**src/verilog/tee_pkg.sv**
```systemverilog
// Package of shared constants, types and decode helpers for the extra timing-phase block.
package tee_pkg;

    // ------------------------------------------------------------------
    // Register offsets and widths
    // ------------------------------------------------------------------
    localparam logic [7:0] TEE_OFS_PROG_OUTPUT_START = 8'h34;
    localparam logic [7:0] TEE_OFS_PROG_OUTPUT_END = 8'h35;
    localparam logic [7:0] TEE_OFS_THIRD_LED_PHASE_START = 8'h36;
    localparam logic [7:0] TEE_OFS_THIRD_LED_PHASE_END = 8'h37;
    localparam logic [7:0] TEE_OFS_TIMING_CLOCK_DIVIDER = 8'h39;

    localparam int TEE_ADDR_W = 8;
    localparam int TEE_DATA_W = 24;
    localparam int TEE_COUNT_W = 16;
    localparam int TEE_DIVSEL_W = 3;
    localparam int TEE_DIVCNT_W = 4;

    // ------------------------------------------------------------------
    // Reset values and field positions
    // ------------------------------------------------------------------
    localparam logic [15:0] TEE_COUNT_RST = 16'h0000;
    localparam logic [2:0] TEE_DIVSEL_RST = 3'h0;
    localparam logic [23:0] TEE_RDATA_RST = 24'h000000;
    localparam int TEE_COUNT_LSB = 0;
    localparam int TEE_DIVSEL_LSB = 0;

    // ------------------------------------------------------------------
    // Clock rates
    // ------------------------------------------------------------------
    localparam int TEE_CLK_HZ = 10000000;
    localparam int TEE_CONV_CLK_HZ = 4000000;

    // ------------------------------------------------------------------
    // Divider codes
    // ------------------------------------------------------------------
    localparam logic [2:0] TEE_DIV_BY1 = 3'h0;
    localparam logic [2:0] TEE_DIV_BY2 = 3'h4;
    localparam logic [2:0] TEE_DIV_BY4 = 3'h5;
    localparam logic [2:0] TEE_DIV_BY8 = 3'h6;
    localparam logic [2:0] TEE_DIV_BY16 = 3'h7;

    typedef struct packed {
        logic wr;
        logic rd;
        logic [7:0] addr;
        logic [23:0] wdata;
    } tee_reg_req_t;

    // Terminal count of the converter-tick counter, ratio minus one.
    // Forbidden codes fall back to divide by one so the engine never stalls.
    function automatic logic [3:0] tee_div_last(input logic [2:0] sel);
        logic [3:0] last;
        last = 4'h0;
        case (sel)
            TEE_DIV_BY2: last = 4'h1;
            TEE_DIV_BY4: last = 4'h3;
            TEE_DIV_BY8: last = 4'h7;
            TEE_DIV_BY16: last = 4'hf;
            default: last = 4'h0;
        endcase
        return last;
    endfunction

    // True for offsets whose fields read back as zero.
    function automatic logic tee_is_write_only(input logic [7:0] addr);
        return (addr == TEE_OFS_PROG_OUTPUT_START) || (addr == TEE_OFS_PROG_OUTPUT_END);
    endfunction

endpackage

```
**src/verilog/tee_tclk_div.sv**
```systemverilog
// Timing-clock divider: turns converter-clock ticks into timing-engine ticks.
`timescale 1ns/10ps
module tee_tclk_div (
    input wire logic clk_i,
    input wire logic rst_i,
    input wire logic ce_i,
    input wire logic conv_tick_i,
    input wire logic [tee_pkg::TEE_DIVSEL_W-1:0] div_sel_i,
    output logic tick_o
);
    import tee_pkg::*;

    logic [TEE_DIVCNT_W-1:0] cnt_ff;
    logic tick_ff;
    logic [TEE_DIVCNT_W-1:0] last;

    assign last = tee_div_last(div_sel_i);
    assign tick_o = tick_ff;

    // ------------------------------------------------------------------
    // Divider
    // ------------------------------------------------------------------
    // A shortened ratio takes effect at once because the count compares with >=.
    always_ff @(posedge clk_i) begin
        if (rst_i) begin
            cnt_ff <= 4'h0;
            tick_ff <= 1'b0;
        end else if (ce_i) begin
            tick_ff <= 1'b0;
            if (conv_tick_i) begin
                if (cnt_ff >= last) begin
                    cnt_ff <= 4'h0;
                    tick_ff <= 1'b1;
                end else begin
                    cnt_ff <= cnt_ff + 4'h1;
                end
            end
        end
    end

    // ------------------------------------------------------------------
    // Checks
    // ------------------------------------------------------------------
    property p_div_one;
        @(posedge clk_i) disable iff (rst_i)
        ce_i && conv_tick_i && (div_sel_i == TEE_DIV_BY1) |=> tick_o;
    endproperty
    a_div_one: assert property (p_div_one) else $error("Divide by one missed a tick.");

    property p_div_source;
        @(posedge clk_i) disable iff (rst_i)
        ce_i && !conv_tick_i |=> !tick_o;
    endproperty
    a_div_source: assert property (p_div_source) else $error("Tick without converter tick.");

    // The first converter tick of a divide-by-two pair must not produce a tick.
    property p_div_two;
        @(posedge clk_i) disable iff (rst_i)
        ce_i && conv_tick_i && (div_sel_i == TEE_DIV_BY2) && (cnt_ff == 4'h0) |=> !tick_o;
    endproperty
    a_div_two: assert property (p_div_two) else $error("Divide by two ticked early.");
endmodule

```
**src/verilog/tee_timing_extra.sv**
```systemverilog
// Extra phase registers of the timing engine: programmable output, third LED phase, divider.
//
// Functional notes
// - Programmable output rises at its start count.
// - Programmable output falls at its end count.
// - Programmable output counts are write-only.
// - Third LED on-phase begins at start count.
// - Third LED on-phase ends at end count.
// - Divider codes 0,4,5,6,7 give 1..16.
// - Timing clock is converter clock over ratio.
// - All these registers reset to zero.
`timescale 1ns/10ps
module tee_timing_extra (
    input wire logic clk_i,
    input wire logic rst_i,
    input wire logic ce_i,
    input wire tee_pkg::tee_reg_req_t reg_req_i,
    output logic [tee_pkg::TEE_DATA_W-1:0] rd_data_o,
    input wire logic conv_tick_i,
    input wire logic count_clear_i,
    input wire logic conv_ready_i,
    input wire logic ready_sel_i,
    output logic [tee_pkg::TEE_COUNT_W-1:0] count_o,
    output logic timing_tick_o,
    output logic prog_out_o,
    output logic led3_on_o,
    output logic ready_o
);
    import tee_pkg::*;

    // ------------------------------------------------------------------
    // Declarations
    // ------------------------------------------------------------------
    logic [TEE_COUNT_W-1:0] prog_output_start_count_ff;
    logic [TEE_COUNT_W-1:0] prog_output_end_count_ff;
    logic [TEE_COUNT_W-1:0] third_led_on_start_ff;
    logic [TEE_COUNT_W-1:0] third_led_on_end_ff;
    logic [TEE_DIVSEL_W-1:0] timing_clock_div_sel_ff;
    logic [TEE_DATA_W-1:0] rd_data_ff;
    logic [TEE_COUNT_W-1:0] count_ff;
    logic prog_out_ff;
    logic led3_on_ff;
    logic ready_ff;
    logic tick;
    logic [TEE_DATA_W-1:0] nxt_rd_data;

    // ------------------------------------------------------------------
    // Register writes
    // ------------------------------------------------------------------
    // Bits 23..16 (and 23..3 of the divider) must be written as zero and are
    // simply not stored, so they can never disturb a count.
    always_ff @(posedge clk_i) begin
        if (rst_i) begin
            prog_output_start_count_ff <= TEE_COUNT_RST;
            prog_output_end_count_ff <= TEE_COUNT_RST;
            third_led_on_start_ff <= TEE_COUNT_RST;
            third_led_on_end_ff <= TEE_COUNT_RST;
            timing_clock_div_sel_ff <= TEE_DIVSEL_RST;
        end else if (ce_i && reg_req_i.wr) begin
            unique case (reg_req_i.addr)
                TEE_OFS_PROG_OUTPUT_START: begin
                    prog_output_start_count_ff <=
                        reg_req_i.wdata[TEE_COUNT_LSB +: TEE_COUNT_W];
                end
                TEE_OFS_PROG_OUTPUT_END: begin
                    prog_output_end_count_ff <=
                        reg_req_i.wdata[TEE_COUNT_LSB +: TEE_COUNT_W];
                end
                TEE_OFS_THIRD_LED_PHASE_START: begin
                    third_led_on_start_ff <= reg_req_i.wdata[TEE_COUNT_LSB +: TEE_COUNT_W];
                end
                TEE_OFS_THIRD_LED_PHASE_END: begin
                    third_led_on_end_ff <= reg_req_i.wdata[TEE_COUNT_LSB +: TEE_COUNT_W];
                end
                TEE_OFS_TIMING_CLOCK_DIVIDER: begin
                    timing_clock_div_sel_ff <=
                        reg_req_i.wdata[TEE_DIVSEL_LSB +: TEE_DIVSEL_W];
                end
                default: begin
                end
            endcase
        end
    end

    // ------------------------------------------------------------------
    // Register reads
    // ------------------------------------------------------------------
    always_comb begin
        nxt_rd_data = TEE_RDATA_RST;
        if (tee_is_write_only(reg_req_i.addr)) begin
            nxt_rd_data = TEE_RDATA_RST;
        end else if (reg_req_i.addr == TEE_OFS_THIRD_LED_PHASE_START) begin
            nxt_rd_data = {8'h00, third_led_on_start_ff};
        end else if (reg_req_i.addr == TEE_OFS_THIRD_LED_PHASE_END) begin
            nxt_rd_data = {8'h00, third_led_on_end_ff};
        end else if (reg_req_i.addr == TEE_OFS_TIMING_CLOCK_DIVIDER) begin
            nxt_rd_data = {21'h000000, timing_clock_div_sel_ff};
        end
    end

    // Read data holds until the next read so a slow serial engine can shift it out.
    always_ff @(posedge clk_i) begin
        if (rst_i) begin
            rd_data_ff <= TEE_RDATA_RST;
        end else if (ce_i && reg_req_i.rd) begin
            rd_data_ff <= nxt_rd_data;
        end
    end

    assign rd_data_o = rd_data_ff;

    // ------------------------------------------------------------------
    // Timing clock
    // ------------------------------------------------------------------
    tee_tclk_div u_div (
        .clk_i(clk_i),
        .rst_i(rst_i),
        .ce_i(ce_i),
        .conv_tick_i(conv_tick_i),
        .div_sel_i(timing_clock_div_sel_ff),
        .tick_o(tick)
    );

    // ------------------------------------------------------------------
    // Shared counter
    // ------------------------------------------------------------------
    // The period is owned by the rest of the engine, which clears the count.
    always_ff @(posedge clk_i) begin
        if (rst_i) begin
            count_ff <= TEE_COUNT_RST;
        end else if (ce_i) begin
            if (count_clear_i) begin
                count_ff <= TEE_COUNT_RST;
            end else if (tick) begin
                count_ff <= count_ff + 16'h0001;
            end
        end
    end

    // ------------------------------------------------------------------
    // Phase outputs
    // ------------------------------------------------------------------
    // The end match wins over the start match, so all-zero counts keep a
    // phase off; that is why an unused third LED is programmed to zero.
    always_ff @(posedge clk_i) begin
        if (rst_i) begin
            prog_out_ff <= 1'b0;
        end else if (ce_i && tick) begin
            if (count_ff == prog_output_end_count_ff) begin
                prog_out_ff <= 1'b0;
            end else if (count_ff == prog_output_start_count_ff) begin
                prog_out_ff <= 1'b1;
            end
        end
    end

    always_ff @(posedge clk_i) begin
        if (rst_i) begin
            led3_on_ff <= 1'b0;
        end else if (ce_i && tick) begin
            if (count_ff == third_led_on_end_ff) begin
                led3_on_ff <= 1'b0;
            end else if (count_ff == third_led_on_start_ff) begin
                led3_on_ff <= 1'b1;
            end
        end
    end

    // The programmable signal may stand in for the conversion-ready output.
    always_ff @(posedge clk_i) begin
        if (rst_i) begin
            ready_ff <= 1'b0;
        end else if (ce_i) begin
            ready_ff <= ready_sel_i ? prog_out_ff : conv_ready_i;
        end
    end

    assign count_o = count_ff;
    assign timing_tick_o = tick;
    assign prog_out_o = prog_out_ff;
    assign led3_on_o = led3_on_ff;
    assign ready_o = ready_ff;

    // ------------------------------------------------------------------
    // Checks
    // ------------------------------------------------------------------
    property p_prog_rise;
        @(posedge clk_i) disable iff (rst_i)
        ce_i && tick && (count_ff == prog_output_start_count_ff)
            && (count_ff != prog_output_end_count_ff) |=> prog_out_o;
    endproperty
    a_prog_rise: assert property (p_prog_rise) else $error("Output did not rise at start.");

    property p_prog_fall;
        @(posedge clk_i) disable iff (rst_i)
        ce_i && tick && (count_ff == prog_output_end_count_ff) |=> !prog_out_o;
    endproperty
    a_prog_fall: assert property (p_prog_fall) else $error("Output did not fall at end.");

    property p_wo_read;
        @(posedge clk_i) disable iff (rst_i)
        ce_i && reg_req_i.rd && tee_is_write_only(reg_req_i.addr) |=> (rd_data_o == 24'h000000);
    endproperty
    a_wo_read: assert property (p_wo_read) else $error("Write-only field read nonzero.");

    property p_led3_rise;
        @(posedge clk_i) disable iff (rst_i)
        ce_i && tick && (count_ff == third_led_on_start_ff)
            && (count_ff != third_led_on_end_ff) |=> led3_on_o;
    endproperty
    a_led3_rise: assert property (p_led3_rise) else $error("LED phase did not start.");

    property p_led3_fall;
        @(posedge clk_i) disable iff (rst_i)
        ce_i && tick && (count_ff == third_led_on_end_ff) |=> !led3_on_o;
    endproperty
    a_led3_fall: assert property (p_led3_fall) else $error("LED phase did not end.");

    property p_div_readback;
        @(posedge clk_i) disable iff (rst_i)
        ce_i && reg_req_i.wr && (reg_req_i.addr == TEE_OFS_TIMING_CLOCK_DIVIDER)
            ##1 ce_i && !reg_req_i.wr
            ##1 ce_i && reg_req_i.rd && !reg_req_i.wr
            && (reg_req_i.addr == TEE_OFS_TIMING_CLOCK_DIVIDER)
            |=> (rd_data_o[2:0] == $past(reg_req_i.wdata[2:0], 3));
    endproperty
    a_div_readback: assert property (p_div_readback) else $error("Divider readback wrong.");

    property p_reset_zero;
        @(posedge clk_i)
        rst_i |=> (count_o == 16'h0000) && !prog_out_o && !led3_on_o
            && (timing_clock_div_sel_ff == 3'h0) && (third_led_on_start_ff == 16'h0000);
    endproperty
    a_reset_zero: assert property (p_reset_zero) else $error("State not zero after reset.");

    property p_count_step;
        @(posedge clk_i) disable iff (rst_i)
        ce_i && tick && !count_clear_i |=> (count_o == $past(count_o) + 16'h0001);
    endproperty
    a_count_step: assert property (p_count_step) else $error("Count did not advance.");

    property p_count_hold;
        @(posedge clk_i) disable iff (rst_i)
        !ce_i |=> $stable(count_o) && $stable(prog_out_o) && $stable(led3_on_o);
    endproperty
    a_count_hold: assert property (p_count_hold) else $error("State moved with enable low.");

    property p_freeze_out;
        @(posedge clk_i) disable iff (rst_i)
        !ce_i |=> $stable(rd_data_o) && $stable(ready_o) && $stable(timing_tick_o);
    endproperty
    a_freeze_out: assert property (p_freeze_out) else $error("Output moved with enable low.");

    property p_rst_rest;
        @(posedge clk_i)
        rst_i |=> !ready_o && !timing_tick_o && (rd_data_o == 24'h000000)
            && (prog_output_start_count_ff == 16'h0000) && (prog_output_end_count_ff == 16'h0000)
            && (third_led_on_end_ff == 16'h0000);
    endproperty
    a_rst_rest: assert property (p_rst_rest) else $error("Register not zero after reset.");

    property p_ready_prog;
        @(posedge clk_i) disable iff (rst_i)
        ce_i && ready_sel_i |=> (ready_o == $past(prog_out_o));
    endproperty
    a_ready_prog: assert property (p_ready_prog) else $error("Ready did not follow output.");

    property p_ready_conv;
        @(posedge clk_i) disable iff (rst_i)
        ce_i && !ready_sel_i |=> (ready_o == $past(conv_ready_i));
    endproperty
    a_ready_conv: assert property (p_ready_conv) else $error("Ready did not follow native.");

    property p_led3_start_read;
        @(posedge clk_i) disable iff (rst_i)
        ce_i && reg_req_i.rd && (reg_req_i.addr == TEE_OFS_THIRD_LED_PHASE_START)
            |=> (rd_data_o == {8'h00, $past(third_led_on_start_ff)});
    endproperty
    a_led3_start_read: assert property (p_led3_start_read) else $error("LED start readback wrong.");

    property p_led3_end_read;
        @(posedge clk_i) disable iff (rst_i)
        ce_i && reg_req_i.rd && (reg_req_i.addr == TEE_OFS_THIRD_LED_PHASE_END)
            |=> (rd_data_o == {8'h00, $past(third_led_on_end_ff)});
    endproperty
    a_led3_end_read: assert property (p_led3_end_read) else $error("LED end readback wrong.");

    // An unused third LED, programmed to zero at both ends, must never light.
    property p_led3_unused;
        @(posedge clk_i) disable iff (rst_i)
        (third_led_on_start_ff == 16'h0000) && (third_led_on_end_ff == 16'h0000)
            && !led3_on_o |=> !led3_on_o;
    endproperty
    a_led3_unused: assert property (p_led3_unused) else $error("Unused LED phase lit.");

    property p_count_clear;
        @(posedge clk_i) disable iff (rst_i)
        ce_i && count_clear_i |=> (count_o == 16'h0000);
    endproperty
    a_count_clear: assert property (p_count_clear) else $error("Count not cleared.");

    property p_phase_hold;
        @(posedge clk_i) disable iff (rst_i)
        ce_i && !tick |=> $stable(prog_out_o) && $stable(led3_on_o);
    endproperty
    a_phase_hold: assert property (p_phase_hold) else $error("Phase moved without a tick.");
endmodule
```
**config.mk**
```make
export PLATFORM = sky130hd
export DESIGN_NAME = tee_timing_extra
export DESIGN_NICKNAME = d
export VERILOG_FILES = /design/src/verilog/tee_pkg.sv /design/src/verilog/tee_tclk_div.sv /design/src/verilog/tee_timing_extra.sv
export SDC_FILE = /design/constraint.sdc
export NUM_CORES = 1
export LEC_CHECK = 0
export BUFFER_PORTS_ARGS = -buffer_cell sky130_fd_sc_hd__buf_2
export CAP_MARGIN = 10
export CORE_MARGIN = 2
export CORE_UTILIZATION = 61
export DETAILED_ROUTE_END_ITERATION = 10
export PLACE_DENSITY_LB_ADDON = 0.1
export SYNTH_ARGS = -nofsm -noshare
export SYNTH_HDL_FRONTEND = slang
export SYNTH_HIERARCHICAL = 1
export SYNTH_SLANG_ARGS = --single-unit
```
**constraint.sdc**
```tcl
create_clock -name clk_i -period 5.09 [get_ports clk_i]
set_clock_uncertainty 0.2 [all_clocks]
set_input_delay 1.018 -clock clk_i [delete_from_list [all_inputs] [get_ports clk_i]]
set_output_delay 1.018 -clock clk_i [all_outputs]
set_load 0.05 [all_outputs]
```
==> flow_summary.json <==
{
  "fin_hold_ws_ps": 268,
  "hold_viol_final": 0,
  "synth-seq-cells": 107,
  "crit_slowest_cell": "nor3_2",
  "fillers": 720,
  "setup_viol": 0,
  "synth-edff-count": 0,
  "dr.pass1.iters": 4,
  "fin_setup_tns_ps": 0,
  "gp_congestion": 0.929,
  "whs_path_depth": 2,
  "core_um2": 8220,
  "hp-start": "prog_output_start_count_ff[1]$_SDFFE_PP0P_",
  "die-area_um2": 9260,
  "rows": 33,
  "initialDrtViolationCount": 218,
  "slew_violations": 0,
  "syn_area_um2": 5190,
  "cts_tree": "done",
  "synth_top_cell_by_area": "dfxtp_1",
  "r2r_end": "count_o[13]$_SDFFE_PP0P_",
  "start_kind": "input pin",
  "antenna_cells": 0,
  "synth_top_area_frac": 0.413,
  "wirelength_um": 12300,
  "synth_cells": 598,
  "num_io_pins": 85,
  "synth.area.top_cells": "dfxtp_1, xor2_1, mux2i_1, nand2_1, xnor2_1",
  "whs_endpoint": "prog_output_start_count_ff[1]$_SDFFE_PP0P_",
  "synthArstFlopShare": 0,
  "worstPathCellList": "buf_2 > inv_1 > or4b_4 > nor3_2 > nand2_1 > a21oi_1",
  "cts.sinks": 107,
  "drive_gt1_frac": 0.165,
  "reg2reg_depth": 5,
  "overflow": 0,
  "synthFlopType": "dfxtp_1",
  "nets": 682,
  "rsz0062_at_grt": "false",
  "first_global_vias": 3873,
  "maxCapViolCount": 0,
  "finish.utilization": 0.685,
  "stdcell_area_um2": 5630,
  "post_cts_buffers": 0,
  "routed_via_density": 5.68,
  "multi_input_area_um2": 2810,
  "max_stage_delay_ps": 870,
  "clockBufferDepth": 2,
  "antenna_found_initial": 0,
  "die_x_um": 96.2,
  "status": "finished clean",
  "max_freq_mhz": 323,
  "ctsHoldBuffers": 0,
  "r2r-start": "count_o[4]$_SDFFE_PP0P_",
  "yosysMostFrequentCell": "dfxtp_1",
  "clkLatencyLatePin_ps": 370,
  "relSlewSlack": 0.267,
  "power_density_nw_per_um2": 255,
  "ant_nets": 0,
  "grt_pass1_wl_um": 19500,
  "critPathMaxFanout": 16,
  "port-buffer-count": 68,
  "cts_buffers": 9,
  "ys_warn_count": 6,
  "grt_max_degree": 60,
  "dp_hpwl_um": 9000,
  "seqCellArea_um2": 2140,
  "end_kind": "flip-flop",
  "route.detailed.drc": 0,
  "fin_crit_sh": 0.608,
  "vias": 4221,
  "die_h_um": 96.2,
  "crit_arrival_ps": 3190,
  "postCtsResizedCells": 0,
  "p_leak_nw": 2.56,
  "worstSetupPathType": "input pin to flip-flop",
  "crit_buf_inv": 2,
  "initial_core_util": 0.631,
  "ir_drop_mv": 0.212,
  "min_path_type": "flip-flop to flip-flop",
  "track_usage": 0.277,
  "period_minus_slack_ps": 3100,
  "cts.reportedPaths.clkPinSlew_ps": 90,
  "area_growth_pct": 8.44,
  "cts_root_buf": "clkbuf_8",
  "route.detailed.wl_per_inst_um": 16.5,
  "postPlaceCellArea_um2": 5450,
  "synth_cell_types": 46,
  "h-tree-depth": 3,
  "worst_pin_slew_ps": 1100,
  "crit_required_ps": 5190,
  "synth_commonest_cells": "dfxtp_1, nand2_1, nor2_1",
  "cp_top_family": "simple AND/OR/NAND/NOR gates",
  "syn_avg_cell_area_um2": 8.68,
  "crit_cells": 6,
  "r2r_slack_ps": 2960,
  "synth_seq_area_share": 0.413
}
[state kept, by name (all words and copies together), names as in the netlist]
signal,cells
count_o,16
u_div/tick_o,1
third_led_on_start_ff,16
third_led_on_end_ff,16
prog_output_start_count_ff,16
prog_out_o,1
led3_on_o,1
rd_data_o,16
ready_o,1
timing_clock_div_sel_ff,3
prog_output_end_count_ff,16
u_div/cnt_ff,4
[worst reg2reg max path, cell delays in order, from the launching register on]
cell and delay [ps]:
dfxtp_1 640, nand4_1 210, nor4_1 580, nand3_1 170, xor2_1 160, nor2_1 50
[how the worst max path moves through the flow]
| stage | start | slack, ps | end |
|---|---|---|---|
| floorplan | reg_req_i[30] | 2140 | third_led_on_end_ff[10]$_SDFFE_PP0P_ |
| global placement | ce_i | 1670 | third_led_on_end_ff[6]$_SDFFE_PP0P_ |
| detailed placement | ce_i | 1630 | third_led_on_end_ff[3]$_SDFFE_PP0P_ |
| CTS | ce_i | 2020 | third_led_on_start_ff[8]$_SDFFE_PP0P_ |
| global route | ce_i | 1800 | third_led_on_start_ff[5]$_SDFFE_PP0P_ |
| finish | ce_i | 1990 | third_led_on_start_ff[8]$_SDFFE_PP0P_ |
[routing by layer]
layer,global-route usage,vias to the layer above,part of all wire
met3,0.0454,17,0.050
met5,0,-,0
met4,0.100,0,0.022
li1,-,2073,-
met1,0.371,2018,0.46
met2,0.450,113,0.47
[final cells by class]
type / count / share of cell area
Sequential cell: 107 / 0.381
Clock buffer: 9 / 0.0220
Tap cell: 105 / 0.0233
Multi-Input combinational cell: 443 / 0.499
Inverter: 5 / 0.00334
Clock inverter: 5 / 0.00956
Timing Repair Buffer: 69 / 0.0618
[layout by cell type, fill, tap and decap left out, drive strengths merged, types with 2 or more instances in the layout]
cell / instances
dfxtp: 107
nand2: 85
nor2: 79
buf: 69
xor2: 44
a21oi: 40
mux2i: 36
xnor2: 34
nand4: 14
a22oi: 14
mux2: 13
nor3: 12
o21ai: 10
clkbuf: 9
nor4: 8
nand3: 8
conb: 8
ha: 6
inv: 6
and4: 3
a32oi: 3
clkinv: 3
nor3b: 3
or3: 2
nor2b: 2
or2: 2
o22ai: 2
[per-stage QoR]
| stage | setup slack (ps) | power, mW | cells |
|---|---|---|---|
| after global routing | 1800 | 1.47 | 743 |
| after global placement | 1670 | 0.945 | 729 |
| after CTS | 2020 | 1.43 | 743 |
| after floorplan | 2140 | 0.918 | 605 |
| after detailed placement | 1630 | 0.946 | 729 |
| final | 1990 | 1.43 | 743 |
[cells by family after synthesis]
logic type,after synthesis,share of synthesized area
AO/OA/AOI/OAI,76,0.0909
XOR/XNOR,78,0.132
adder cells (fa/ha/maj),6,0.0145
buffers and inverters,55,0.0509
flip-flops,107,0.413
multiplexers,49,0.0977
other,1,0.000723
AND/OR/NAND/NOR,226,0.201
[report_power, final]
group	internal (mW)	switching, mW
combinational	0.0221	0.0644
clock	0.222	0.283
sequential	0.839	0.00270
No activity file was read; power rests on OpenSTA's default activity.
